File: src/sfp_pkg.sv
`default_nettype none
package sfp_pkg;
  // ***********************
  // Pin-interface constants
  // ***********************
  // Cycle period of the block clock in ps
  localparam int unsigned CLOCK_PERIOD_PS = 4000;
  // Least low time of the dedicated reset pin in ns
  localparam int unsigned RESET_LOW_NS = 1000;
  // Least low time of the reset pin in block clock cycles
  localparam int unsigned RESET_LOW_CYCLES =
    (RESET_LOW_NS * 1000 + CLOCK_PERIOD_PS - 1) / CLOCK_PERIOD_PS;
  // Width of the reset-low counter
  localparam int unsigned RESET_CNT_W = 9;
  // Factory default of the shared pin-function select bit
  localparam logic PIN_FUNC_RESET_VALUE = 1'b0;
  // Width of one shifted unit (instruction, address or data byte)
  localparam int unsigned UNIT_W = 8;
  // Lane width encodings
  typedef enum logic [1:0] {
    SFP_LANE_SINGLE,
    SFP_LANE_DUAL,
    SFP_LANE_QUAD
  } sfp_lane_t;
  // Top-level transfer state
  typedef enum logic [1:0] {
    SFP_ST_WAIT_FIRST,
    SFP_ST_IDLE,
    SFP_ST_ACTIVE,
    SFP_ST_PAUSED
  } sfp_state_t;
endpackage
`default_nettype wire

File: src/sfp_pin_interface.sv
`timescale 1ns/1ps
`default_nettype none
// Contract
// - Deselected device floats every output lane
// - No instruction before first select falling edge
// - Single-lane input bits captured on rising clock
// - Single-lane output bits change on falling clock
// - Dual/quad lanes: in rising, out falling
// - Quad needs quad enable; lanes two, three
// - Guard pin low plus lock refuses status writes
// - Pause floats output, ignores input and clock
// - Pause release resumes with state intact
// - Quad enable disables pause and guard functions
// - Dedicated reset pin always honoured
// - Floating dedicated reset counts as inactive
// - Lane three is pause or reset
// - Works in clock mode 0 and 3
// - Internal busy cycle survives deselection
// - Select low makes device selected, ready
// - Pause starts/ends with clock low
// - Pin-function bit: clear pause, set reset
// - Reset low one microsecond gives power-on state
module sfp_pin_interface (
  input wire logic clock,
  input wire logic rst_n,
  input wire logic select_n,
  input wire logic serial_clock,
  input wire logic lane_zero_in,
  output logic lane_zero_out,
  output logic lane_zero_oe,
  input wire logic lane_one_in,
  output logic lane_one_out,
  output logic lane_one_oe,
  input wire logic lane_two_in,
  output logic lane_two_out,
  output logic lane_two_oe,
  input wire logic lane_three_in,
  output logic lane_three_out,
  output logic lane_three_oe,
  input wire logic dedicated_reset_n,
  input wire logic has_dedicated_reset,
  input wire logic quad_lane_enable,
  input wire logic pin_func_reset,
  input wire logic status_lock_bits,
  input wire logic [1:0] lane_mode,
  input wire logic drive_enable,
  input wire logic [sfp_pkg::UNIT_W-1:0] tx_unit,
  output logic tx_taken,
  output logic [sfp_pkg::UNIT_W-1:0] rx_unit,
  output logic rx_valid,
  output logic rx_first,
  input wire logic status_write_req,
  output logic status_write_ok,
  input wire logic internal_busy,
  output logic busy,
  output logic selected,
  output logic paused,
  output logic device_reset
);
  // *******************
  // Reset synchroniser
  // *******************
  logic rst_meta; // First stage
  logic rst_sync_n; // Released reset
  // Release the block reset through two flops
  always_ff @(posedge clock or negedge rst_n) begin
    if (!rst_n) begin
      rst_meta <= 1'b0;
      rst_sync_n <= 1'b0;
    end else begin
      rst_meta <= 1'b1;
      rst_sync_n <= rst_meta;
    end
  end

  // *****************
  // Pin synchronisers
  // *****************
  logic [6:0] pin_meta; // First stages, read only by second
  logic [6:0] pin_sync; // Second stages
  // Two flops for every pin from outside
  always_ff @(posedge clock or negedge rst_sync_n) begin
    if (!rst_sync_n) begin
      pin_meta <= 7'h7F;
      pin_sync <= 7'h7F;
    end else begin
      pin_meta <= {select_n, serial_clock, lane_zero_in, lane_one_in,
                   lane_two_in, lane_three_in, dedicated_reset_n};
      pin_sync <= pin_meta;
    end
  end
  logic cs_n_s; // Synced select
  logic sck_s; // Synced link clock
  logic l0_s; // Synced lane zero
  logic l1_s; // Synced lane one
  logic l2_s; // Synced lane two
  logic l3_s; // Synced lane three
  logic rst_pin_s; // Synced dedicated reset
  assign cs_n_s = pin_sync[6];
  assign sck_s = pin_sync[5];
  assign l0_s = pin_sync[4];
  assign l1_s = pin_sync[3];
  assign l2_s = pin_sync[2];
  assign l3_s = pin_sync[1];
  assign rst_pin_s = pin_sync[0];

  // ******************
  // Edge history
  // ******************
  logic cs_n_d; // Previous select
  logic sck_d; // Previous link clock
  always_ff @(posedge clock or negedge rst_sync_n) begin
    if (!rst_sync_n) begin
      cs_n_d <= 1'b1;
      sck_d <= 1'b1; // Matches synchroniser reset level
    end else begin
      cs_n_d <= cs_n_s;
      sck_d <= sck_s;
    end
  end
  logic cs_fall; // Select asserted
  logic cs_rise; // Select released
  logic sck_rise; // Link clock rising
  logic sck_fall; // Link clock falling
  assign cs_fall = cs_n_d && !cs_n_s;
  assign cs_rise = !cs_n_d && cs_n_s;
  assign sck_rise = !sck_d && sck_s;
  assign sck_fall = sck_d && !sck_s;

  // ************************
  // Shared pin functions
  // ************************
  logic pause_pin_live; // Lane three is a pause input
  logic reset_pin_live; // Lane three is a reset input
  logic guard_live; // Lane two is a write guard
  assign pause_pin_live = !quad_lane_enable && !pin_func_reset;
  assign reset_pin_live = !quad_lane_enable && pin_func_reset;
  assign guard_live = !quad_lane_enable;
  // Floating reset pin synchronises to high, so it is inactive
  logic hw_reset_low; // Any hardware reset pin asserted
  assign hw_reset_low = (has_dedicated_reset && !rst_pin_s) ||
                        (reset_pin_live && !l3_s);

  // Count reset-low time
  logic [sfp_pkg::RESET_CNT_W-1:0] rst_cnt;
  logic [sfp_pkg::RESET_CNT_W-1:0] next_rst_cnt;
  logic dev_rst; // Held in power-on state
  logic next_dev_rst;
  always_comb begin
    next_rst_cnt = '0;
    next_dev_rst = dev_rst;
    if (hw_reset_low) begin
      if (rst_cnt != sfp_pkg::RESET_CNT_W'(sfp_pkg::RESET_LOW_CYCLES))
        next_rst_cnt = rst_cnt + 1'b1;
      else
        next_rst_cnt = rst_cnt;
      if (rst_cnt >= sfp_pkg::RESET_CNT_W'(sfp_pkg::RESET_LOW_CYCLES - 1))
        next_dev_rst = 1'b1;
    end else begin
      next_dev_rst = 1'b0;
    end
  end
  always_ff @(posedge clock or negedge rst_sync_n) begin
    if (!rst_sync_n) begin
      rst_cnt <= '0;
      dev_rst <= 1'b0;
    end else begin
      rst_cnt <= next_rst_cnt;
      dev_rst <= next_dev_rst;
    end
  end

  // ************************
  // Transfer state machine
  // ************************
  sfp_pkg::sfp_state_t state;
  sfp_pkg::sfp_state_t next_state;
  logic pause_req; // Pause pin held low
  logic [2:0] bit_cnt; // Bits held in current unit
  logic [2:0] next_bit_cnt;
  logic [7:0] shift_in; // Incoming unit
  logic [7:0] next_shift_in;
  logic [7:0] shift_out, next_shift_out; // Outgoing unit
  logic [7:0] rx_reg, next_rx_reg; // Last finished unit
  logic rx_v, next_rx_v; // Unit finished pulse
  logic first_unit; // Next unit is the instruction
  logic next_first_unit;
  logic rx_first_reg, next_rx_first; // Finished unit was first
  logic take, next_take; // Outgoing unit loaded pulse
  logic [3:0] out_bits, next_out_bits; // Lane output values
  logic [2:0] step; // Bits per clock minus one
  logic quad_ok; // Quad lanes allowed
  assign pause_req = pause_pin_live && !l3_s;
  assign quad_ok = quad_lane_enable;
  always_comb begin
    unique case (lane_mode)
      2'(sfp_pkg::SFP_LANE_DUAL): step = 3'd1;
      2'(sfp_pkg::SFP_LANE_QUAD): step = quad_ok ? 3'd3 : 3'd0;
      default: step = 3'd0;
    endcase
  end
  always_comb begin
    next_state = state;
    next_bit_cnt = bit_cnt;
    next_shift_in = shift_in;
    next_shift_out = shift_out;
    next_rx_reg = rx_reg;
    next_rx_v = 1'b0;
    next_first_unit = first_unit;
    next_rx_first = rx_first_reg;
    next_take = 1'b0;
    next_out_bits = out_bits;
    unique case (state)
      sfp_pkg::SFP_ST_WAIT_FIRST: begin
        if (cs_fall) begin
          next_state = sfp_pkg::SFP_ST_ACTIVE;
        end
      end
      sfp_pkg::SFP_ST_IDLE: begin
        if (cs_fall) begin
          next_state = sfp_pkg::SFP_ST_ACTIVE;
        end
      end
      sfp_pkg::SFP_ST_ACTIVE: begin
        // Pause takes effect only while the clock is low
        if (pause_req && !sck_s && !sck_rise) begin
          next_state = sfp_pkg::SFP_ST_PAUSED;
        end else if (sck_rise) begin
          unique case (step)
            3'd1: next_shift_in = {shift_in[5:0], l1_s, l0_s};
            3'd3: next_shift_in = {shift_in[3:0], l3_s, l2_s, l1_s, l0_s};
            default: next_shift_in = {shift_in[6:0], l0_s};
          endcase
          next_bit_cnt = bit_cnt + step + 3'd1;
          if (bit_cnt + step == 3'd7) begin
            next_rx_reg = next_shift_in;
            next_rx_v = 1'b1;
            next_rx_first = first_unit;
            next_first_unit = 1'b0;
          end
        end else if (sck_fall) begin
          if (bit_cnt == 3'd0 || (bit_cnt == 3'd1 && first_unit)) begin
            next_shift_out = tx_unit;
            next_take = drive_enable;
          end
          unique case (step)
            3'd1: next_out_bits = {2'b00, next_shift_out[7:6]};
            3'd3: next_out_bits = next_shift_out[7:4];
            default: next_out_bits = {2'b00, next_shift_out[7], 1'b0};
          endcase
          next_shift_out = next_shift_out << (step + 3'd1);
        end
      end
      sfp_pkg::SFP_ST_PAUSED: begin
        // Resume with all shift state intact
        if (!pause_req && !sck_s) begin
          next_state = sfp_pkg::SFP_ST_ACTIVE;
        end
      end
    endcase
    // Deselection drops any partial unit
    if (cs_rise && state != sfp_pkg::SFP_ST_WAIT_FIRST) begin
      next_state = sfp_pkg::SFP_ST_IDLE;
      next_bit_cnt = 3'd0;
      next_shift_in = 8'h00;
      next_first_unit = 1'b1;
      next_out_bits = 4'h0;
    end
    if (dev_rst) begin
      next_state = sfp_pkg::SFP_ST_WAIT_FIRST;
      next_bit_cnt = 3'd0;
      next_shift_in = 8'h00;
      next_first_unit = 1'b1;
      next_rx_v = 1'b0;
      next_take = 1'b0;
    end
  end
  always_ff @(posedge clock or negedge rst_sync_n) begin
    if (!rst_sync_n) begin
      state <= sfp_pkg::SFP_ST_WAIT_FIRST;
      bit_cnt <= 3'd0;
      shift_in <= 8'h00;
      shift_out <= 8'h00;
      rx_reg <= 8'h00;
      rx_v <= 1'b0;
      first_unit <= 1'b1;
      rx_first_reg <= 1'b0;
      take <= 1'b0;
      out_bits <= 4'h0;
    end else begin
      state <= next_state;
      bit_cnt <= next_bit_cnt;
      shift_in <= next_shift_in;
      shift_out <= next_shift_out;
      rx_reg <= next_rx_reg;
      rx_v <= next_rx_v;
      first_unit <= next_first_unit;
      rx_first_reg <= next_rx_first;
      take <= next_take;
      out_bits <= next_out_bits;
    end
  end

  // *****************
  // Output lanes
  // *****************
  logic lanes_on; // Device may drive
  assign lanes_on = (state == sfp_pkg::SFP_ST_ACTIVE) && !cs_n_s &&
                    drive_enable && !dev_rst;
  assign lane_zero_out = out_bits[0];
  assign lane_one_out = out_bits[1];
  assign lane_two_out = out_bits[2];
  assign lane_three_out = out_bits[3];
  assign lane_zero_oe = lanes_on && step != 3'd0;
  assign lane_one_oe = lanes_on;
  assign lane_two_oe = lanes_on && step == 3'd3;
  assign lane_three_oe = lanes_on && step == 3'd3;
  assign tx_taken = take;
  assign rx_unit = rx_reg;
  assign rx_valid = rx_v;
  assign rx_first = rx_first_reg;
  // Guard low with lock set refuses status writes
  assign status_write_ok = status_write_req && !dev_rst &&
                           !(guard_live && !l2_s && status_lock_bits);
  // Busy cycle runs on regardless of select
  assign busy = internal_busy;
  assign selected = (state == sfp_pkg::SFP_ST_ACTIVE) ||
                    (state == sfp_pkg::SFP_ST_PAUSED);
  assign paused = state == sfp_pkg::SFP_ST_PAUSED;
  assign device_reset = dev_rst;
endmodule
`default_nettype wire

File: config.mk
export PLATFORM = sky130hd
export DESIGN_NAME = sfp_pin_interface
export DESIGN_NICKNAME = d
export VERILOG_FILES = /design/src/sfp_pkg.sv /design/src/sfp_pin_interface.sv
export SDC_FILE = /design/constraint.sdc
export NUM_CORES = 1
export LEC_CHECK = 0
export BUFFER_PORTS_ARGS = -buffer_cell sky130_fd_sc_hd__buf_2
export CAP_MARGIN = 0
export CORE_MARGIN = 2
export CORE_UTILIZATION = 47
export CTS_CLUSTER_SIZE = 24
export DETAILED_ROUTE_END_ITERATION = 8
export PLACE_DENSITY = 0.75
export SYNTH_ARGS = -nofsm -noshare
export SYNTH_HDL_FRONTEND = slang
export SYNTH_SLANG_ARGS = --single-unit
File: constraint.sdc
create_clock -name clock -period 2.45 [get_ports clock]
set_input_delay 0.1225 -clock clock [delete_from_list [all_inputs] [get_ports clock]]
set_output_delay 0.1225 -clock clock [all_outputs]
set_load 0.005 [all_outputs]
======== Yosys cells after proc, flatten, opt, wreduce, memory -nomap -nowiden ========
Index checks and enable logic that the tools add are counted.
word-level totals
  flip-flop bits (word level) ............. 64
  input port bits ......................... 26
  logic and storage cells ................. 150
  output and inout bits ................... 24
cells by class
  mux-type cells .......................... 51
  order comparisons ....................... 1
  shift-type cells ........................ 1
  add/sub/neg operators ................... 4
  bitwise logic cells ..................... 2
  reduce and logical (&&, ||, !) cells .... 55
  equal/unequal tests ..................... 18
operators with widths
  cell                                                                    count
  8-bit two-way mux                                                       5
  7-bit two-way mux                                                       5
  1-bit logical AND                                                       23
  4-bit two-way mux                                                       5
  1-bit two-way mux                                                       19
  9-bit two-way mux                                                       2
  8-bit one-hot mux with 2 select lines                                   1
  4-bit AND reduction                                                     4
  3-bit two-way mux                                                       5
  1-bit zero test                                                         13
  2-bit two-way mux                                                       6
  3-bit nonzero test                                                      4
  9-bit by 1-bit adder with 9-bit output (second input constant)          1
  9-bit by 8-bit >= comparator with 1-bit output (second input constant)  1
  9-bit by 8-bit != test with 1-bit output (second input constant)        1
  2-bit equality test (second input constant)                             4
  2-bit by 1-bit != test with 1-bit output (second input constant)        4
  4-bit by 1-bit != test with 1-bit output (second input constant)        2
  4-bit one-hot mux with 2 select lines                                   1
  8-bit by 3-bit left shift with 8-bit output                             1
  3-bit by 1-bit adder with 3-bit output (second input constant)          2
  2-bit by 1-bit equality test with 1-bit output (second input constant)  3
  2-bit one-hot mux with 3 select lines                                   1
  3-bit AND reduction                                                     2
  12 further kinds                                                        17

======== Depth between registers and ports, before layout ========
  depth in word-level cells ............... 14
  gate-level depth with buffers ........... 16
  gate-level depth less buffers ........... 14

======== Least setup slack after synthesis ========
Ideal clock, no wire load.
  path type ............................... input port to flip-flop
  start point ............................. input port lane_mode[0]
  end point ............................... register rx_reg[6], in the netlist rx_unit[6]
  arrival ................................. 2582 ps
  path buffers ............................ 2
  slack ................................... -268 ps
  data required time ...................... 2314 ps
  library setup time ...................... 136 ps
  cell stages on the path ................. 14
  cell sequence ........................... inv_1 > ha_1 > clkbuf_1 > or2_1 > inv_2 > ha_1 > inv_1 > fa_1 > inv_1 > ha_1 > ha_1 > nand2_1 > clkbuf_1 > o21ai_0
between the ends
  word-level cells in the longest chain between the ends .. 5
  elaborated cells on any way between the ends .. 9
  those cells by class .................... add/sub (1); eq/ne (5); mux (2); reduce/logical (1)
RTL lines
  what                                                                                   line                      text
  start: declaration                                                                     sfp_pin_interface.sv:45   input wire logic [1:0] lane_mode,
  2-bit equality test or 2-bit by 1-bit equality test with 1-bit output (tied branches)  sfp_pin_interface.sv:196  unique case (lane_mode)
  2-bit one-hot mux with 2 select lines *                                                sfp_pin_interface.sv:196
  3-bit adder                                                                            sfp_pin_interface.sv:235  if (bit_cnt + step == 3'd7) begin
  3-bit equality test                                                                    sfp_pin_interface.sv:235
  4-bit AND reduction (no line)                                                          -
  end signal: assignment                                                                 sfp_pin_interface.sv:295  rx_reg <= next_rx_reg;
  end: declaration                                                                       sfp_pin_interface.sv:184  logic [7:0] rx_reg, next_rx_reg;
Every way passes the cells marked *; elsewhere a longest branch is shown, timed or not.
A chain may end at the register's enable or synchronous reset.

======== Final worst setup path ========
  start point ............................. input port lane_mode[0]
  end point ............................... register rx_reg[0], in the netlist rx_unit[0]
between the ends
  word-level cells in the longest chain between the ends .. 5
  elaborated cells on any way between the ends .. 6
  those cells by class .................... add/sub (1); eq/ne (3); mux (1); reduce/logical (1)
RTL lines
  what                                                                                   line
  2-bit equality test or 2-bit by 1-bit equality test with 1-bit output (tied branches)  sfp_pin_interface.sv:196
  2-bit one-hot mux with 2 select lines *                                                sfp_pin_interface.sv:196
  3-bit adder *                                                                          sfp_pin_interface.sv:235
  3-bit equality test *                                                                  sfp_pin_interface.sv:235
  4-bit AND reduction (no line) *                                                        -
Marked as above.

==> summary.md <==
| Metric | Value |
|---|---|
| Compound-Gate Fraction of Synth Area | 14.3% |
| RSZ-0062 raised after global routing | no |
| Crit path to | rx_unit[0] |
| CORE AREA | 6460 um2 |
| First-pass GRT wire length | 11200 um |
| Routed length per instance | 15.3 um |
| DRT Pass-1 Iters | 4 |
| Die area | 7440 um2 |
| Vias in the first global route | 2312 |
| Reg clk slew, reported paths | 0.07 ns |
| Post-route insts no fill | 453 |
| Worst-path maximum fanout | 5 |
| Most flop-heavy register | rst_cnt |
| Share of cells above drive strength 1 | 30.9% |
| Post-Route WL | 6930 um |
| Total Power | 2.88 mW |
| Worst R2R Setup Slack | 0.48 ns |
| Maxcap violations | 0 |
| Fin area | 3870 um2 |
| # Post-CTS Setup Buffers | 0 |
| Syn Nets | 341 |
| PD cells | 743 nW/um2 |
| I/O Buffers | 47 |
| Required time of the critical path | 2.68 ns |
| Max transition margin | 49.5% |
| Synthesized netlist cell count | 305 |
| Largest net degree at the start of global routing | 44 |
| Antenna-violating nets left | 0 |
| Crit path arrival time | 2.28 ns |
| CP most frequent cell | inv_1 |
| Largest family of logic cells by synthesized area | simple AND/OR/NAND/NOR gates |
| Top Usage Layer GRT | met2 |
| Final WS setup | 0.402 ns |
| Top cell type by total area after synthesis | dfrtp_1 |
| Async SR Flop Fraction | 100% |
| Critical Path Start Type | input port |
| Number of vias per cell | 5.58 |
| Synth cell types | 50 |
| Dpl cell area | 3600 um2 |
| Hold Slack | 0.0342 ns |
| IO Count | 50 |
| GRT met1 Usage | 26.0% |
| GRT Resource Usage Total | 19.8% |
| Tcrit/Tclk final | 83.6% |
| Worst VDD drop | 0.451 mV |
| Footprint of the multi-input gates | 1470 um2 |
| Crit path depth | 14 |
| Worst Path Buf+Inv | 5 |
| Synth Flop Type | dfrtp_1 |
| CP max stage cell | fa_1 |
| H-tree depth | 3 |
| Clock Skew | 0.00842 ns |
| Clock sinks | 64 |
| Nets | 407 |
| Final Hold Vio Count | 0 |
| Placed insts | 429 |
| Fmax | 488 MHz |
| Post-synthesis sequential area ratio | 51.1% |
| Clk buf depth | 2 |
| N_diodes | 0 |
| Initial drt markers | 147 |
| Delay-heaviest family, CP | adder cells |
| Worst Tran Pin Value | 0.757 ns |
| Setup TNS | 0 ns |
| Post-synthesis adder-cell area fraction | 4.17% |
| Post-synthesis register bit count | 64 |
| Gpl congestion | 0.904 |
| Setup WS pre-CTS | 0.0327 ns |
| XOR/XNOR share of the synthesized area | 1.65% |
| Via Count | 2528 |
| Met3 Use GR | 5.52% |
| Critical Path Sink Type | flop |
| Reg area | 1620 um2 |
| Die Y | 86.2 um |
| Root Buffer | clkbuf_8 |
| Die W | 86.2 um |
| Synth Cell Area | 3180 um2 |
| Cell row count | 29 |
| P_leak | 1.81 nW |
| Post-DP HPWL | 4910 um |
| Avg Synthesized Cell Area | 10.4 um2 |
| Overflow after GRT | 0 |
| Clock Latency Late Sink | 0.35 ns |
| Status | finished clean |
| Ranking of synthesized cells by area | dfrtp_1 (37%), dfstp_2 (14%), mux2i_1 (4.4%) |
| Critical-path cell list | buf_2 > inv_1 > ha_1 > a21oi_2 > or2_1 > inv_2 > ha_4 > inv_1 > fa_1 > inv_1 > ha_2 > ha_2 > nand2_4 > mux2_4 |
| Number of synthesized flops with an enable pin | 0 |
| Synth Warn # | 0 |
| FILL cells | 550 |
| Reg2reg start | bit_cnt[0] |
| Residual DRC | 0 |
| Mux contribution to synthesized area | 9.02% |
| Synth Area in Simple Gates | 15.8% |
| Crit path from | lane_mode[0] |
| Setup CP Type | in -> reg |
| Worst reg2reg path depth | 10 |
| Initial antenna violation count | 0 |
| Max Slew Vio Count | 0 |
| Core Util, Final | 60.0% |
| CTS tree | done |
| Reg2Reg Capture Point | rx_unit[4] |
| Final setup fails | 0 |
| Inserted Clock Buffers | 9 |
| Synthesis-to-finish area growth | 21.9% |
| Final min period | 2.05 ns |
| Max stage delay on crit path | 0.47 ns |
| Effective utilization at floorplan | 49.2% |
| HP Class | in -> reg |
| Area share of the largest cell type after synthesis | 37.0% |
| Met2 usage | 30.5% |
| Max FFs per register | 9 |
cell families (layout without fill, tap and decap cells):
| kind of cell | Yosys count | after routing |
|---|---|---|
| and+or+nand+nor | 104 | 104 |
| AOI/OAI and AO/OA | 70 | 70 |
| DFF | 64 | 64 |
| buffers and inverters | 28 | 99 |
| muxes | 22 | 22 |
| adders and majority gates | 10 | 10 |
| xor gates and xnor gates | 6 | 6 |
| other | 1 | 1 |
per-layer routing:
layer / vias up / routed length, um
met5: - / 0
met4: 0 / 127
met3: 12 / 452
met2: 85 / 3290
met1: 1214 / 3050
li1: 1217 / -
what timing repair did:
action                                 CTS  global route
endpoints found under the hold margin    9             0
resized for setup                        0             0
hold buffers                             8             0
Yosys cell counts (6+ instances only):
| cell | instances |
|---|---|
| nand2_1 | 19 |
| nand3_1 | 16 |
| o21ai_0 | 15 |
| nor2_1 | 37 |
| a21oi_1 | 20 |
| a211oi_1 | 13 |
| clkbuf_1 | 8 |
| inv_1 | 11 |
| mux2i_1 | 14 |
| a22o_1 | 6 |
| ha_1 | 9 |
| dfstp_2 | 17 |
| dfrtp_1 | 47 |
cells in the final DEF, fill, tap and decap left out, types with 2 or more instances in the layout:
cell / Yosys / routed
a211oi_1: 13 / 13
buf_4: 4 / 15
o31ai_1: 2 / 2
and2_1: 3 / 3
nor2b_1: 3 / 3
dfrtp_1: 47 / 46
and3_1: 3 / 3
nand3_1: 16 / 16
xnor2_1: 3 / 3
clkinv_2: 0 / 2
mux2_4: 0 / 2
a21oi_1: 20 / 20
ha_1: 9 / 6
a32oi_1: 2 / 2
or3_1: 4 / 4
dlygate4sd3_1: 0 / 8
mux2i_1: 14 / 14
a22o_1: 6 / 6
nor3_1: 4 / 4
ha_2: 0 / 2
nor2_1: 37 / 37
nand2b_1: 5 / 5
o21ai_0: 15 / 15
a21o_1: 2 / 2
dfstp_2: 17 / 17
or2_2: 2 / 2
inv_1: 11 / 11
clkbuf_8: 0 / 10
xor2_1: 3 / 3
mux4_2: 5 / 5
a31oi_1: 2 / 2
buf_2: 2 / 47
nand2_1: 19 / 18
report_power, final:
group | internal [mW] | total [mW] | switching, mW
clock network | 0.455 | 0.867 | 0.412
logic | 0.325 | 0.682 | 0.357
registers | 1.20 | 1.33 | 0.126
total | 1.98 | 2.88 | 0.895
tightest hold or removal path, stage by stage:
cell and delay (ns):
buf_2 0.10, nand2b_1 0.07, nor3_1 0.05
how the worst min path moves through the flow:
stage,from,end,slack [ns],cells past startpoint
2_1_floorplan,rst_n,rst_meta,-0.17,0
3_3_place_gp,rst_n,rst_meta,-0.09,1
3_5_place_dp,rst_n,rst_meta,-0.09,1
4_1_cts,drive_enable,tx_taken,0.02,3
5_1_grt,drive_enable,tx_taken,0.05,3
6_report,drive_enable,tx_taken,0.03,3
area by class of cell:
| class | count | area share (%) |
|---|---|---|
| multi-input cells | 213 | 37.9 |
| repair buffers | 71 | 11.6 |
| clock inverters | 4 | 0.678 |
| well taps | 77 | 2.49 |
| clock buffers | 12 | 4.29 |
| inverters | 12 | 1.16 |
| flip-flops and latches | 64 | 41.9 |
No activity file was read; power rests on OpenSTA's default activity.
